$ cat src/common/gauge_ctrl_pkg.sv
// Package for the gauge power, calibration and profile control block.
// Assumes measurement words arrive already scaled from the analog front end.
package gauge_ctrl_pkg;

  // Clock and timing
  localparam longint CLK_HZ        = 200_000_000;
  localparam longint TEMP_HOLD_S   = 60;
  localparam longint TEMP_HOLD_CYC = TEMP_HOLD_S * CLK_HZ;
  localparam int     HOLD_W        = 34;

  // Calibration figures (mA, mV, 0.1 degC)
  localparam logic signed [15:0] CAL_MAX_MA   = 16'sh0064;
  localparam logic        [15:0] CAL_DV_MV    = 16'h0100;
  localparam logic        [15:0] CAL_DROP_MV  = 16'h0020;
  localparam logic signed [11:0] CAL_DT_DC    = 12'sh050;
  localparam logic signed [11:0] CAL_T_LO_DC  = 12'sh032;
  localparam logic signed [11:0] CAL_T_HI_DC  = 12'sh1C2;

  // Wake thresholds in microvolts
  localparam logic [15:0] TH_1P0_UV = 16'h03E8;
  localparam logic [15:0] TH_2P2_UV = 16'h0898;
  localparam logic [15:0] TH_4P6_UV = 16'h11F8;
  localparam logic [15:0] TH_9P8_UV = 16'h2648;

  // Extended command and status byte layout
  localparam logic [7:0] CMD_APP_STATUS = 8'h6A;
  localparam logic [7:0] APP_STATUS_RST = 8'h00;
  localparam int         ST_LAST_BIT    = 0;
  localparam int         ST_UNSUP_BIT   = 1;

  typedef struct packed {
    logic        [15:0] cell_mv;
    logic signed [15:0] avg_ma;
    logic signed [11:0] temp_dc;
    logic signed [15:0] sense_uv;
  } meas_t;

  typedef struct packed {
    logic [15:0] hib_current_ma;
    logic [15:0] hib_voltage_mv;
    logic [15:0] flash_min_mv;
    logic        sense_range_sel_hi;
    logic        sense_range_sel_lo;
    logic        wake_range_sel;
  } cfg_t;

  typedef enum logic [2:0] {
    PWR_INIT = 3'h1,
    PWR_RUN  = 3'h2,
    PWR_HIB  = 3'h4
  } pwr_state_t;

  typedef enum logic [1:0] {
    CAL_IDLE = 2'h1,
    CAL_RUN  = 2'h2
  } cal_state_t;

endpackage

$ cat src/core/wake_comparator.sv
// Wake comparator: threshold selection and crossing detection.
// Assumes the sense voltage is a signed microvolt sample each clock.
`timescale 1ns/1ps
module wake_comparator
  import gauge_ctrl_pkg::*;
(
  input  wire logic               i_ref_clk,
  input  wire logic               i_rst,
  input  wire logic               i_enable,
  input  wire logic               i_sense_range_sel_hi,
  input  wire logic               i_sense_range_sel_lo,
  input  wire logic               i_wake_range_sel,
  input  wire logic signed [15:0] i_sense_uv,
  output logic                    o_wake_irq,
  output logic             [15:0] o_thresh_uv
);

  logic [15:0] th_next;
  logic [15:0] mag;
  logic        hit;
  logic        hit_reg;

  // Threshold table, 00 disables
  always_comb begin
    unique case ({i_sense_range_sel_hi, i_sense_range_sel_lo})
      2'b01:   th_next = i_wake_range_sel ? TH_2P2_UV : TH_1P0_UV;
      2'b10:   th_next = i_wake_range_sel ? TH_4P6_UV : TH_2P2_UV;
      2'b11:   th_next = i_wake_range_sel ? TH_9P8_UV : TH_4P6_UV;
      default: th_next = 16'h0000;
    endcase
  end

  assign mag = i_sense_uv[15] ? 16'(-i_sense_uv) : 16'(i_sense_uv);
  // Either direction counts
  assign hit = i_enable && (th_next != 16'h0000) && (mag >= th_next);

  always_ff @(posedge i_ref_clk or posedge i_rst) begin
    if (i_rst) begin
      hit_reg     <= 1'b0;
      o_wake_irq  <= 1'b0;
      o_thresh_uv <= 16'h0000;
    end else begin
      hit_reg     <= hit;
      o_wake_irq  <= hit && !hit_reg;
      o_thresh_uv <= th_next;
    end
  end

  a_wake_disabled: assert property (@(posedge i_ref_clk) disable iff (i_rst)
    !i_sense_range_sel_hi && !i_sense_range_sel_lo |=> !o_wake_irq)
    else $error("wake raised with comparator disabled");

endmodule

$ cat src/core/gauge_power_calibration_control.sv
// Gauge power modes, reset handling, flash gate, calibration, profiles.
// Assumes an external serial engine decodes commands into the pulses here.
//
// Summary of operation
// - Requested hibernate waits for valid OCV and small average current.
// - Hibernate also entered on low cell voltage with valid OCV.
// - Hibernate lasts until an addressed transaction or power-on reset.
// - Traffic for other bus devices is ignored while hibernating.
// - Battery-good output held disabled around hibernate.
// - Software reset is classified and its per-type counter incremented.
// - Partial reset checks RAM checksum; mismatch forces full reinit.
// - Stored RAM checksum refreshed whenever RAM changes.
// - In sleep or hibernate, threshold crossing either way raises wake.
// - Range bits pick threshold; 00 disables the comparator.
// - Flash writes refused below the flash write minimum voltage.
// - Calibration starts on sleep entry only with temperature strictly between 5 and 45C.
// - Single calibration on low current with voltage or temperature drift.
// - During calibration current keeps the last measured rate.
// - Calibration aborts if voltage falls over 32 mV meanwhile.
// - Calibrated offset is subtracted from the corrected sense output; the wake comparator sees raw readings.
// - Status byte at 0x6a: bit1 unsupported, bit0 last profile.
// - Battery-good stays off until first OCV, then turns on.
// - First insertion copies the default profile into dynamic profiles.
// - Matching dynamic profile reused, else default over the oldest.
`timescale 1ns/1ps
module gauge_power_calibration_control
  import gauge_ctrl_pkg::*;
#(
  parameter logic [HOLD_W-1:0] P_TEMP_HOLD_CYC = HOLD_W'(TEMP_HOLD_CYC)
)(
  input  wire logic               i_ref_clk,
  input  wire logic               i_rst,
  input  wire meas_t              i_meas,
  input  wire cfg_t               i_cfg,
  input  wire logic               i_hib_req_set,
  input  wire logic               i_i2c_addr_match,
  input  wire logic               i_i2c_other,
  input  wire logic               i_ocv_done,
  input  wire logic               i_sleep,
  input  wire logic               i_sw_reset,
  input  wire logic               i_reset_partial,
  input  wire logic               i_ram_alter,
  input  wire logic        [15:0] i_ram_sum,
  input  wire logic               i_flash_wr_req,
  input  wire logic               i_cal_done,
  input  wire logic signed [15:0] i_cal_offset_uv,
  input  wire logic               i_imp_match0,
  input  wire logic               i_imp_match1,
  input  wire logic               i_unsup_pack,
  input  wire logic               i_rd_strobe,
  input  wire logic        [7:0]  i_rd_cmd,
  output logic                    o_battery_good_out,
  output logic                    o_hibernating,
  output logic                    o_hib_req_bit,
  output logic                    o_init_restart,
  output logic             [7:0]  o_reset_cnt_partial,
  output logic             [7:0]  o_reset_cnt_full,
  output logic                    o_ram_reinit,
  output logic                    o_flash_wr_grant,
  output logic                    o_flash_wr_refused,
  output logic                    o_wake_irq,
  output logic             [15:0] o_wake_thresh_uv,
  output logic                    o_cal_start,
  output logic                    o_cal_abort,
  output logic                    o_cal_active,
  output logic signed      [15:0] o_held_ma,
  output logic signed      [15:0] o_corr_sense_uv,
  output logic                    o_copy_default,
  output logic             [1:0]  o_copy_dst,
  output logic             [7:0]  o_rd_data
);

  pwr_state_t              pwr_reg;
  pwr_state_t              pwr_next;
  cal_state_t              cal_reg;
  logic                    ocv_valid_reg;
  logic                    sleep_reg;
  logic             [15:0] ram_sum_reg;
  logic signed      [15:0] offset_reg;
  logic             [15:0] cal_mv_reg;
  logic signed      [11:0] cal_temp_reg;
  logic             [15:0] start_mv_reg;
  logic        [HOLD_W-1:0] hold_cnt_reg;
  logic             [1:0]  dyn_valid_reg;
  logic                    last_reg;
  logic                    unsup_reg;
  logic             [15:0] avg_mag;
  logic             [15:0] dv_mag;
  logic signed      [11:0] dt;
  logic                    hib_enter;
  logic                    wake;
  logic                    sleep_entry;
  logic                    temp_ok;
  logic                    drift_trig;
  logic                    cal_go;
  logic                    cal_drop;
  logic                    temp_drift;
  logic                    select_now;

  assign avg_mag = i_meas.avg_ma[15] ? 16'(-i_meas.avg_ma)
                                     : 16'(i_meas.avg_ma);
  assign dv_mag  = (i_meas.cell_mv >= cal_mv_reg)
                 ? 16'(i_meas.cell_mv - cal_mv_reg)
                 : 16'(cal_mv_reg - i_meas.cell_mv);
  assign dt      = 12'(i_meas.temp_dc - cal_temp_reg);

  // Hibernate entry, request driven or low voltage
  assign hib_enter = ocv_valid_reg &&
    ((o_hib_req_bit && (avg_mag < i_cfg.hib_current_ma))
     || (i_meas.cell_mv < i_cfg.hib_voltage_mv));
  // Only traffic addressed to the gauge wakes it
  assign wake       = (pwr_reg == PWR_HIB) && i_i2c_addr_match;
  assign select_now = (pwr_reg == PWR_INIT) && i_ocv_done;

  always_comb begin
    pwr_next = pwr_reg;
    unique case (pwr_reg)
      PWR_INIT: if (i_ocv_done) pwr_next = PWR_RUN;
      PWR_RUN:  if (hib_enter) pwr_next = PWR_HIB;
      PWR_HIB:  if (wake) pwr_next = PWR_INIT;
      default:  pwr_next = PWR_INIT;
    endcase
  end

  always_ff @(posedge i_ref_clk or posedge i_rst) begin
    if (i_rst) begin
      pwr_reg            <= PWR_INIT;
      ocv_valid_reg      <= 1'b0;
      o_battery_good_out <= 1'b0;
      o_init_restart     <= 1'b0;
    end else begin
      pwr_reg        <= pwr_next;
      o_init_restart <= wake;
      if (wake)
        ocv_valid_reg <= 1'b0;
      else if (select_now)
        ocv_valid_reg <= 1'b1;
      // Off in init and hibernate so no charging before an OCV
      o_battery_good_out <= (pwr_next == PWR_RUN);
    end
  end

  assign o_hibernating = (pwr_reg == PWR_HIB);

  // Hibernate request bit, set wins over clear
  always_ff @(posedge i_ref_clk or posedge i_rst) begin
    if (i_rst)
      o_hib_req_bit <= 1'b0;
    else if (i_hib_req_set)
      o_hib_req_bit <= 1'b1;
    else if (wake)
      o_hib_req_bit <= 1'b0;
  end

  // Software reset classification and RAM checksum
  always_ff @(posedge i_ref_clk or posedge i_rst) begin
    if (i_rst) begin
      o_reset_cnt_partial <= 8'h00;
      o_reset_cnt_full    <= 8'h00;
      o_ram_reinit        <= 1'b0;
    end else begin
      o_ram_reinit <= i_sw_reset &&
        (!i_reset_partial || (i_ram_sum != ram_sum_reg));
      if (i_sw_reset && i_reset_partial)
        o_reset_cnt_partial <= o_reset_cnt_partial + 8'h01;
      if (i_sw_reset && !i_reset_partial)
        o_reset_cnt_full <= o_reset_cnt_full + 8'h01;
    end
  end

  always_ff @(posedge i_ref_clk or posedge i_rst) begin
    if (i_rst)
      ram_sum_reg <= 16'h0000;
    else if (i_ram_alter)
      ram_sum_reg <= i_ram_sum;
  end

  // Flash write voltage gate
  always_ff @(posedge i_ref_clk or posedge i_rst) begin
    if (i_rst) begin
      o_flash_wr_grant   <= 1'b0;
      o_flash_wr_refused <= 1'b0;
    end else begin
      o_flash_wr_grant   <= i_flash_wr_req &&
                            (i_meas.cell_mv >= i_cfg.flash_min_mv);
      o_flash_wr_refused <= i_flash_wr_req &&
                            (i_meas.cell_mv < i_cfg.flash_min_mv);
    end
  end

  wake_comparator u_wake (
    .i_ref_clk            (i_ref_clk),
    .i_rst                (i_rst),
    .i_enable             (i_sleep || o_hibernating),
    .i_sense_range_sel_hi (i_cfg.sense_range_sel_hi),
    .i_sense_range_sel_lo (i_cfg.sense_range_sel_lo),
    .i_wake_range_sel     (i_cfg.wake_range_sel),
    .i_sense_uv           (i_meas.sense_uv),
    .o_wake_irq           (o_wake_irq),
    .o_thresh_uv          (o_wake_thresh_uv)
  );

  // Calibration triggers
  assign sleep_entry = i_sleep && !sleep_reg;
  assign temp_ok     = (i_meas.temp_dc > CAL_T_LO_DC) &&
                       (i_meas.temp_dc < CAL_T_HI_DC);
  assign temp_drift  = (dt > CAL_DT_DC) || (dt < -CAL_DT_DC);
  assign drift_trig  = (i_meas.avg_ma <= CAL_MAX_MA) &&
                       ((dv_mag >= CAL_DV_MV) ||
                        (hold_cnt_reg >= P_TEMP_HOLD_CYC));
  assign cal_go      = (cal_reg == CAL_IDLE) &&
                       ((sleep_entry && temp_ok) || drift_trig);
  assign cal_drop    = (start_mv_reg > i_meas.cell_mv) &&
                       (16'(start_mv_reg - i_meas.cell_mv) > CAL_DROP_MV);

  always_ff @(posedge i_ref_clk or posedge i_rst) begin
    if (i_rst)
      hold_cnt_reg <= '0;
    else if (!temp_drift || cal_go)
      hold_cnt_reg <= '0;
    else if (hold_cnt_reg < P_TEMP_HOLD_CYC)
      hold_cnt_reg <= hold_cnt_reg + HOLD_W'(1);
  end

  always_ff @(posedge i_ref_clk or posedge i_rst) begin
    if (i_rst) begin
      cal_reg      <= CAL_IDLE;
      sleep_reg    <= 1'b0;
      start_mv_reg <= 16'h0000;
      cal_mv_reg   <= 16'h0000;
      cal_temp_reg <= 12'sh000;
      offset_reg   <= 16'sh0000;
      o_cal_start  <= 1'b0;
      o_cal_abort  <= 1'b0;
    end else begin
      sleep_reg   <= i_sleep;
      o_cal_start <= cal_go;
      o_cal_abort <= 1'b0;
      unique case (cal_reg)
        CAL_IDLE: if (cal_go) begin
          cal_reg      <= CAL_RUN;
          start_mv_reg <= i_meas.cell_mv;
        end
        CAL_RUN: if (cal_drop) begin
          cal_reg     <= CAL_IDLE;
          o_cal_abort <= 1'b1;
        end else if (i_cal_done) begin
          cal_reg      <= CAL_IDLE;
          offset_reg   <= i_cal_offset_uv;
          cal_mv_reg   <= i_meas.cell_mv;
          cal_temp_reg <= i_meas.temp_dc;
        end
        default: cal_reg <= CAL_IDLE;
      endcase
    end
  end

  assign o_cal_active = (cal_reg == CAL_RUN);

  // Current held at last rate, offset removed from sense data
  always_ff @(posedge i_ref_clk or posedge i_rst) begin
    if (i_rst) begin
      o_held_ma       <= 16'sh0000;
      o_corr_sense_uv <= 16'sh0000;
    end else begin
      if (!o_cal_active)
        o_held_ma <= i_meas.avg_ma;
      o_corr_sense_uv <= 16'(i_meas.sense_uv - offset_reg);
    end
  end

  // Profile selection after the first OCV
  always_ff @(posedge i_ref_clk or posedge i_rst) begin
    if (i_rst) begin
      dyn_valid_reg  <= 2'b00;
      last_reg       <= 1'b0;
      unsup_reg      <= 1'b0;
      o_copy_default <= 1'b0;
      o_copy_dst     <= 2'b00;
    end else begin
      o_copy_default <= 1'b0;
      if (select_now) begin
        unsup_reg <= i_unsup_pack;
        if (dyn_valid_reg == 2'b00) begin
          dyn_valid_reg  <= 2'b11;
          last_reg       <= 1'b0;
          o_copy_default <= 1'b1;
          o_copy_dst     <= 2'b11;
        end else if (i_imp_match0 && dyn_valid_reg[0]) begin
          last_reg <= 1'b0;
        end else if (i_imp_match1 && dyn_valid_reg[1]) begin
          last_reg <= 1'b1;
        end else begin
          last_reg       <= !last_reg;
          o_copy_default <= 1'b1;
          o_copy_dst     <= last_reg ? 2'b01 : 2'b10;
          dyn_valid_reg  <= 2'b11;
        end
      end
    end
  end

  // Extended command read port
  always_ff @(posedge i_ref_clk or posedge i_rst) begin
    if (i_rst)
      o_rd_data <= APP_STATUS_RST;
    else if (i_rd_strobe) begin
      o_rd_data <= 8'h00;
      if (i_rd_cmd == CMD_APP_STATUS) begin
        o_rd_data[ST_UNSUP_BIT] <= unsup_reg;
        o_rd_data[ST_LAST_BIT]  <= last_reg;
      end
    end
  end

  a_hib_entry_gate: assert property (@(posedge i_ref_clk) disable iff (i_rst)
    pwr_reg == PWR_RUN && $past(pwr_reg) == PWR_RUN && pwr_next == PWR_HIB
    |-> ocv_valid_reg)
    else $error("hibernate entered without valid OCV");
  a_hib_stays: assert property (@(posedge i_ref_clk) disable iff (i_rst)
    pwr_reg == PWR_HIB && !i_i2c_addr_match |=> pwr_reg == PWR_HIB)
    else $error("hibernate left without addressed access");
  a_other_ignored: assert property (@(posedge i_ref_clk) disable iff (i_rst)
    pwr_reg == PWR_HIB && i_i2c_other && !i_i2c_addr_match
    |=> !o_init_restart)
    else $error("woke on foreign traffic");
  a_batgd_off_hib: assert property (@(posedge i_ref_clk) disable iff (i_rst)
    pwr_reg == PWR_HIB |=> !o_battery_good_out [*2])
    else $error("battery good active around hibernate");
  a_req_clear: assert property (@(posedge i_ref_clk) disable iff (i_rst)
    wake && !i_hib_req_set |=> !o_hib_req_bit && o_init_restart)
    else $error("request bit kept after wake");
  a_flash_gate: assert property (@(posedge i_ref_clk) disable iff (i_rst)
    i_flash_wr_req && i_meas.cell_mv < i_cfg.flash_min_mv
    |=> o_flash_wr_refused && !o_flash_wr_grant)
    else $error("flash write granted at low voltage");
  a_cal_abort: assert property (@(posedge i_ref_clk) disable iff (i_rst)
    o_cal_active && cal_drop |=> o_cal_abort && !o_cal_active)
    else $error("calibration not aborted on voltage drop");
  a_offset_sub: assert property (@(posedge i_ref_clk) disable iff (i_rst)
    ##1 o_corr_sense_uv == 16'($past(i_meas.sense_uv) - $past(offset_reg)))
    else $error("offset not subtracted");
  a_status_read: assert property (@(posedge i_ref_clk) disable iff (i_rst)
    i_rd_strobe && i_rd_cmd == CMD_APP_STATUS
    |=> o_rd_data == {6'h00, $past(unsup_reg), $past(last_reg)})
    else $error("status byte wrong");

endmodule

$ cat config.mk
export PLATFORM = sky130hd
export DESIGN_NAME = gauge_power_calibration_control
export DESIGN_NICKNAME = d
export VERILOG_FILES = /design/src/common/gauge_ctrl_pkg.sv /design/src/core/wake_comparator.sv /design/src/core/gauge_power_calibration_control.sv
export SDC_FILE = /design/constraint.sdc
export NUM_CORES = 1
export LEC_CHECK = 0
export BUFFER_PORTS_ARGS = -buffer_cell sky130_fd_sc_hd__buf_4
export CAP_MARGIN = 30
export CORE_AREA = 2 2 178 180
export CTS_BUF_LIST = sky130_fd_sc_hd__clkbuf_8
export DETAILED_ROUTE_END_ITERATION = 8
export DIE_AREA = 0 0 180 182
export GPL_ROUTABILITY_DRIVEN = 0
export MAX_ROUTING_LAYER = met4
export PLACE_DENSITY = 0.69
export SKIP_LAST_GASP = 1
export SLEW_MARGIN = 20
export SYNTH_ARGS = -nofsm -noshare
export SYNTH_HDL_FRONTEND = slang
export SYNTH_SLANG_ARGS = --single-unit
export TNS_END_PERCENT = 30
$ cat constraint.sdc
create_clock -name i_ref_clk -period 5.1 [get_ports i_ref_clk]
set_input_delay 0.255 -clock i_ref_clk [delete_from_list [all_inputs] [get_ports i_ref_clk]]
set_output_delay 0.255 -clock i_ref_clk [all_outputs]
set_load 0.02 [all_outputs]
==> impl_metrics.env, run 1 <==
export IMPL_crit_path_start_kind="flop"
export IMPL_p_per_area_nw_per_um2=438
export IMPL_path_clk_slew_ns=0.11
export IMPL_peakVddDrop_mv=0.243
export IMPL_cts_buffers=17
export IMPL_p_clk_share_pct=14.8
export IMPL_synth_edf_count=0
export IMPL_final_area_um2=16900
export IMPL_dpl_cell_count=2076
export IMPL_cts_resized=0
export IMPL_slew_viol_final=0
export IMPL_drive_gt1_share_pct=23.2
export IMPL_netlist_area_leader_share_pct=34.6
export IMPL_fp_dieW_um=180
export IMPL_synth_area_per_cell_um2=9.41
export IMPL_drtAntennaViolNets=0
export IMPL_antenna_found_initial=1
export IMPL_io_pins=253
export IMPL_hold_slack_ns=0.0341
export IMPL_post_place_ws_ns=1.28
export IMPL_ys_seq_area_share_pct=34.9
export IMPL_grt_max_degree=109
export IMPL_worstPathArrival_ns=4.12
export IMPL_p_switching_uw=3250
export IMPL_hold_viol_final=0
export IMPL_fin_nets=2042
export IMPL_setup_violations=0
export IMPL_synth_ff_type="dfrtp_1"
export IMPL_seq_area_um2=4810
export IMPL_grt_usage_pct=21.7
export IMPL_cap_violations=0
export IMPL_yosysUniqueCellTypes=80
export IMPL_ys_async_sr_fraction_pct=100
export IMPL_avgViaCountPerCell=5.40
export IMPL_htree_levels=4
export IMPL_first_pass_iters=7
export IMPL_area_delta_synth_final_pct=22.9
export IMPL_rows=65
export IMPL_hold_class="primary input to flop"
export IMPL_drt_iter0_markers=592
export IMPL_largest_reg_flops=34
export IMPL_final_cells=2153
export IMPL_drcViolationCount=0
export IMPL_root_buffer="clkbuf_8"
export IMPL_multi_input_comb_area_um2=8160
export IMPL_status="finished clean"
export IMPL_die_area_um2=32800
export IMPL_place_area_um2=16000
export IMPL_required_ns=5.46
export IMPL_floorplan_initialDensity_pct=44.4
export IMPL_vias=11600
export IMPL_fill_cells=2818
export IMPL_hpwl_mm=26.5
export IMPL_fmax_mhz=266
export IMPL_drt_total_wl_mm=34.2
export IMPL_insertion_delay_ns=0.49
export IMPL_final_period_utilization_pct=73.8
export IMPL_criticalPathCategory="flop to flop"
export IMPL_crit_fanout=34
export IMPL_wire_per_inst_um=15.9
export IMPL_cts_tree="done"
export IMPL_leakage_uw=0.00820
export IMPL_yosysMostFrequentCell="dfrtp_1"
export IMPL_cellInternalPower_uw=4150
export IMPL_yosys_warnings=0
export IMPL_p_seq_share_pct=29.8
export IMPL_grt_ovfl_total=0
export IMPL_core_um2=31000
export IMPL_first_global_vias=11600
export IMPL_port_buffers=240
export IMPL_synth_area_um2=13800
export IMPL_synth_top_area_cell="dfrtp_1"
export IMPL_tns_ns=0
export IMPL_worstSetupEndpointType="flop"
export IMPL_synthTopCellsByCount="dfrtp_1 (190), inv_1 (161), ha_1 (135), nand2_1 (97), xnor2_1 (81)"
export IMPL_die_h_um=182
export IMPL_clockBufferDepth=2
export IMPL_timing_final_ws_setup_ns=1.34
export IMPL_netSwitchingFraction_pct=44.0
export IMPL_fin_skew_ns=0.0226
export IMPL_period_minus_slack_ns=3.76
export IMPL_ys_ff_latch=192
export IMPL_syn_inst=1462
export IMPL_max_slew_margin_pct=42.9
export IMPL_rsz0062_at_grt="no"
export IMPL_pwr_share_comb_pct=55.3
export IMPL_grt_pass1_wl_mm=57.2
export IMPL_worst_pin_slew_ns=0.834
export IMPL_synth_area_leaders="dfrtp_1 (35%), ha_1 (12%), xnor2_1 (5.2%), mux2_2 (4.9%), inv_1 (4.4%)"
export IMPL_cts_sinks=192
[through the flow]
step / power (uW) / utilization, %
2_1_floorplan: 5160 / -
3_3_place_gp: 6130 / 51.6
3_5_place_dp: 6270 / 51.7
4_1_cts: 7430 / 54.5
5_1_grt: 8000 / 54.5
6_report: 7400 / 54.5
[power by group through the flow]
stage                     Clock [uW]  Combinational [uW]  Sequential, uW
after floorplan                    0                2810            2350
after global placement             0                3920            2220
after detailed placement           0                4030            2240
after CTS                       1140                4080            2210
after global routing            1200                4540            2260
final                           1100                4090            2210
[layer usage]
layer  wire [um]  up-vias  GRT usage [%]
met5           0        -              -
met4         622        0           5.56
met3        1280       44           3.21
met2       16800      234           36.0
met1       15600     5637           28.0
li1            -     5713              -
[worst max-delay path: stages, from the launching register on]
cell,delay [ns]
dfrtp_1,0.41
ha_1,0.39
a21oi_1,0.32
o21ai_0,0.18
a311o_1,0.38
a21oi_1,0.26
xor2_1,0.13
nand3_1,0.15
o31ai_4,0.08
buf_4,0.26
o221ai_4,0.51
buf_4,0.46
nor3_1,0.09
[layout by cell type (no fill, tap or decap), types with 16 or more instances in the layout]
master and instances:
a2bb2oi_1 16, nand4_1 22, inv_1 160, nor2b_1 17, mux2_2 60, o211ai_1 35, o21ai_0 71, nor2_1 69
nor3_2 30, clkbuf_8 17, buf_4 251, nand2_1 97, a21o_1 28, mux2i_1 21, xor2_1 36, dfrtp_1 190
xnor2_1 81, nand2b_1 17, nand3_1 37, a21oi_1 60, nor3_1 22, dlygate4sd3_1 44, ha_1 135
[final cells by class]
cell class              count  area share (%)
repair buffers            298            14.1
diodes                      1          0.0148
clock buffers              17            1.38
clock inverters            15            1.25
inverters                 161            3.60
multi-input cells        1067            48.3
well taps                 402            2.98
flip-flops and latches    192            28.4
[repair_timing]
| action | 4_1_cts | 5_1_grt |
|---|---|---|
| buffers inserted | 0 | 0 |
| endpoints found under the hold margin | 49 | 0 |
| hold buffers | 44 | 0 |
[final timing paths]
check,slack (ns),endpoint,startpoint,depth (start not counted)
max reg2reg,1.34,hold_cnt_reg[30],cal_mv_reg[7],12
max,1.34,hold_cnt_reg[30],cal_mv_reg[7],12
min,0.03,o_held_ma[11],i_meas[39],2
max in group asynchronous,3.81,offset_reg[13],i_rst,5
min reg2reg,0.42,u_wake.o_wake_irq,u_wake.hit_reg,1
min in group asynchronous,0.25,o_corr_sense_uv[1],i_rst,3
[cell families (layout without fill, tap and decap cells)]
family / Yosys count / count (layout) / share of synthesized area (%)
AO/OA/AOI/OAI: 326 / 326 / 16.1
XOR/XNOR: 117 / 117 / 7.45
adder cells (fa/ha/maj): 139 / 139 / 12.8
buffers and inverters: 213 / 491 / 6.49
flip-flops: 192 / 192 / 34.9
multiplexers: 81 / 81 / 6.44
other: 1 / 12 / 0.0273
AND/OR/NAND/NOR: 393 / 393 / 15.7
(Power assumes the default switching activity.)
==> inputs of run 2 (changes only) <==
Settings changed: ABC_AREA set to 1, CORE_AREA 2 2 178 180 to 2 2 182 184, DIE_AREA 0 0 180 182 to 0 0 184 186.
Clock period 5.1 ns to 3.1 ns, I/O delays scaled along.
==> impl_metrics.env, run 2 <==
export IMPL_yosysUniqueCellTypes=59
export IMPL_rsz0062_at_grt="yes"
export IMPL_antenna_found_initial=1
export IMPL_path_clk_slew_ns=0.10
export IMPL_core_um2=32200
export IMPL_status="finished clean"
export IMPL_clockBufferDepth=2
export IMPL_timing_final_ws_setup_ns=0.186
export IMPL_fin_nets=2619
export IMPL_area_delta_synth_final_pct=25.1
export IMPL_wl_met2_mm=17.8
export IMPL_critPathLaunch="i_meas[53]"
export IMPL_tns_ns=0
export IMPL_peakVddDrop_mv=0.331
export IMPL_slew_viol_final=0
export IMPL_multi_input_comb_area_um2=8050
export IMPL_place_area_um2=16600
export IMPL_avgViaCountPerCell=4.98
export IMPL_grt_usage_pct=23.4
export IMPL_cpPeakStageDelay_ns=0.54
export IMPL_cp_slowest_cell="dlygate4sd3_1"
export IMPL_die_area_um2=34200
export IMPL_drt_total_wl_mm=38.3
export IMPL_synth_edf_count=0
export IMPL_netlist_area_leader_share_pct=33.1
export IMPL_synth_area_per_cell_um2=7.27
export IMPL_hold_class="primary input to flop"
export IMPL_leakage_uw=0.00968
export IMPL_final_period_utilization_pct=94.0
export IMPL_hp_start="i_meas[0]"
export IMPL_holdPathEnd="o_corr_sense_uv[0]"
export IMPL_drtAntennaViolNets=0
export IMPL_worst_pin_slew_ns=0.688
export IMPL_wire_per_inst_um=14.0
export IMPL_whs_path_depth=4
export IMPL_yosysMostFrequentCell="nand2_1"
export IMPL_period_minus_slack_ns=2.91
export IMPL_fmax_mhz=343
export IMPL_synth_ff_type="dfrtp_1"
export IMPL_criticalPathCategory="primary input to flop"
export IMPL_r2r_cells=19
export IMPL_largest_reg_flops=34
export IMPL_insertion_delay_ns=0.48
export IMPL_worstPathArrival_ns=3.30
export IMPL_rows=66
export IMPL_post_cts_buffers=0
export IMPL_ys_async_sr_fraction_pct=100
export IMPL_hold_slack_ns=0.0348
export IMPL_fill_cells=2985
export IMPL_path_delay_family="simple AND/OR/NAND/NOR gates"
export IMPL_fp_dieW_um=184
export IMPL_synth_area_um2=14400
export IMPL_worstSetupEndpointType="flop"
export IMPL_post_place_ws_ns=0.188
export IMPL_wl_met3_mm=1.81
export IMPL_yosys_warnings=0
export IMPL_ys_seq_area_share_pct=33.4
export IMPL_port_buffers=240
export IMPL_syn_inst=1978
export IMPL_r2r_start="start_mv_reg[0]"
export IMPL_drcViolationCount=0
export IMPL_final_cell_mix="nand2_1 (537), inv_1 (344), buf_4 (250)"
export IMPL_cts_sinks=192
export IMPL_fin_skew_ns=0.0287
export IMPL_io_pins=253
export IMPL_floorplan_initialDensity_pct=44.6
export IMPL_crit_path_start_kind="primary input"
export IMPL_crit_chain="dlygate4sd3_1 > buf_4 > inv_1 > ha_1 > nand2_1 > nand2_1 > a21oi_2 > nor2_1 > nor2_2 > nand2_4 > inv_4 > nand2_1 > nand2_1 > nand2_1 > nor2_1 > nand3_1 > nand2_2 > nand2_4 > nand2_8 > nand2_8 > nor2_2"
export IMPL_hold_viol_final=0
export IMPL_cts_tree="done"
export IMPL_cts_buffers=17
export IMPL_crit_fanout=34
export IMPL_synthTopCellsByCount="nand2_1 (537), inv_1 (345), dfrtp_1 (190), ha_1 (135), nor2_1 (127)"
export IMPL_grt_max_degree=70
export IMPL_p_per_area_nw_per_um2=697
export IMPL_r2r_end="offset_reg[8]"
export IMPL_highest_layer="met4"
export IMPL_grt_ovfl_total=0
export IMPL_ys_ff_latch=192
export IMPL_first_pass_iters=5
export IMPL_die_h_um=186
export IMPL_wl_met1_mm=18.0
export IMPL_synth_top_area_cell="dfrtp_1"
export IMPL_root_buffer="clkbuf_8"
export IMPL_setup_violations=0
export IMPL_htree_levels=4
export IMPL_synth_area_leaders="dfrtp_1 (33%), nand2_1 (14%), ha_1 (12%), inv_1 (9.0%), xor2_1 (4.4%)"
export IMPL_grt_pass1_wl_mm=63.0
export IMPL_regToRegSetupSlack_ns=0.25
export IMPL_path_buf_inv=4
export IMPL_drive_gt1_share_pct=15.3
export IMPL_final_area_um2=18000
export IMPL_first_global_vias=13100
export IMPL_required_ns=3.49
export IMPL_vias=13600
export IMPL_seq_area_um2=4810
export IMPL_crit_path_frequent_cell="nand2_1"
export IMPL_hpwl_mm=29.7
export IMPL_cap_violations=0
export IMPL_final_common_cell="nand2_1"
export IMPL_max_slew_margin_pct=53.7
export IMPL_drt_iter0_markers=870
export IMPL_post_route_util_pct=55.8
-- run 2: cell count changes in the layout (fill, tap and decap cells not counted), moves of 30 or more --
cell / change
a21oi_1: +30
nand2_1: +440
mux2_2: -57
nor2_1: +56
xor2_1: +36
inv_1: +184
dlygate4sd3_1: +49
xnor2_1: -54
o211ai_1: -30
nand3_1: +81
-- run 2: worst register-to-register path: stages (launching register included) --
cell	delay (ns)
dfrtp_1	0.37
inv_1	0.04
ha_1	0.21
fa_1	0.41
inv_1	0.07
nand3_1	0.06
nand3_1	0.10
inv_1	0.07
nor2_1	0.14
o21ai_0	0.15
nand2_1	0.09
nand2_1	0.05
nand2_1	0.05
nand2_1	0.05
nor2_1	0.13
nand3_1	0.11
nand3_2	0.11
buf_4	0.31
nand3_1	0.15
nand2_1	0.10
-- run 2: cell families after synthesis --
logic type      synth area share [%]
simple gates                    27.9
buf+inv                         11.0
compound gates                  9.16
flops                           33.4
fa+ha+maj                       12.2
xor+xnor                        6.03
mux                            0.235
other cells                   0.0261
-- run 2: cell type report --
type                       instances  area share (%)
clock inverter                    15           0.898
tap                              408            2.84
timing repair buffer             347            16.1
inverter                         352            7.38
multi-input combinational       1404            44.8
clock buffer                      17            1.30
antenna                            1          0.0139
sequential                       192            26.7
-- run 2: report_power, final --
| part | leakage, uW | switching [uW] | total, uW | internal [uW] |
|---|---|---|---|---|
| Combinational | 0.00708 | 4410 | 7100 | 2690 |
| Clock | 0.000199 | 1070 | 1680 | 608 |
| Sequential | 0.00239 | 479 | 3750 | 3270 |
| Total | 0.00968 | 5960 | 12500 | 6560 |
-- run 2: how the worst max path moves through the flow --
stage,slack [ns],endpoint,cells past startpoint
after floorplan,0.47,cal_mv_reg[0],1
after detailed placement,0.19,o_battery_good_out,19
after CTS,0.16,o_battery_good_out,20
after global placement,0.13,pwr_reg[1],19
final,0.19,hold_cnt_reg[22],21
after global routing,-0.02,hold_cnt_reg[22],21
-- run 2: per-layer routing --
layer	global-route usage (%)	up-vias
met5	-	-
met4	6.37	0
met3	2.74	47
met2	37.8	374
met1	31.2	6280
li1	-	6923
-- run 2: per-stage QoR --
step	power (uW)	std cells
2_1_floorplan	8830	1988
3_3_place_gp	10500	2610
3_5_place_dp	10700	2610
4_1_cts	12500	2735
5_1_grt	13700	2736
6_report	12500	2736
-- run 2: timing repair --
action | CTS | global route
setup endpoints to repair | 0 | 35
endpoints found under the hold margin | 117 | 0
hold buffers | 93 | 0
resized for setup | 0 | 3
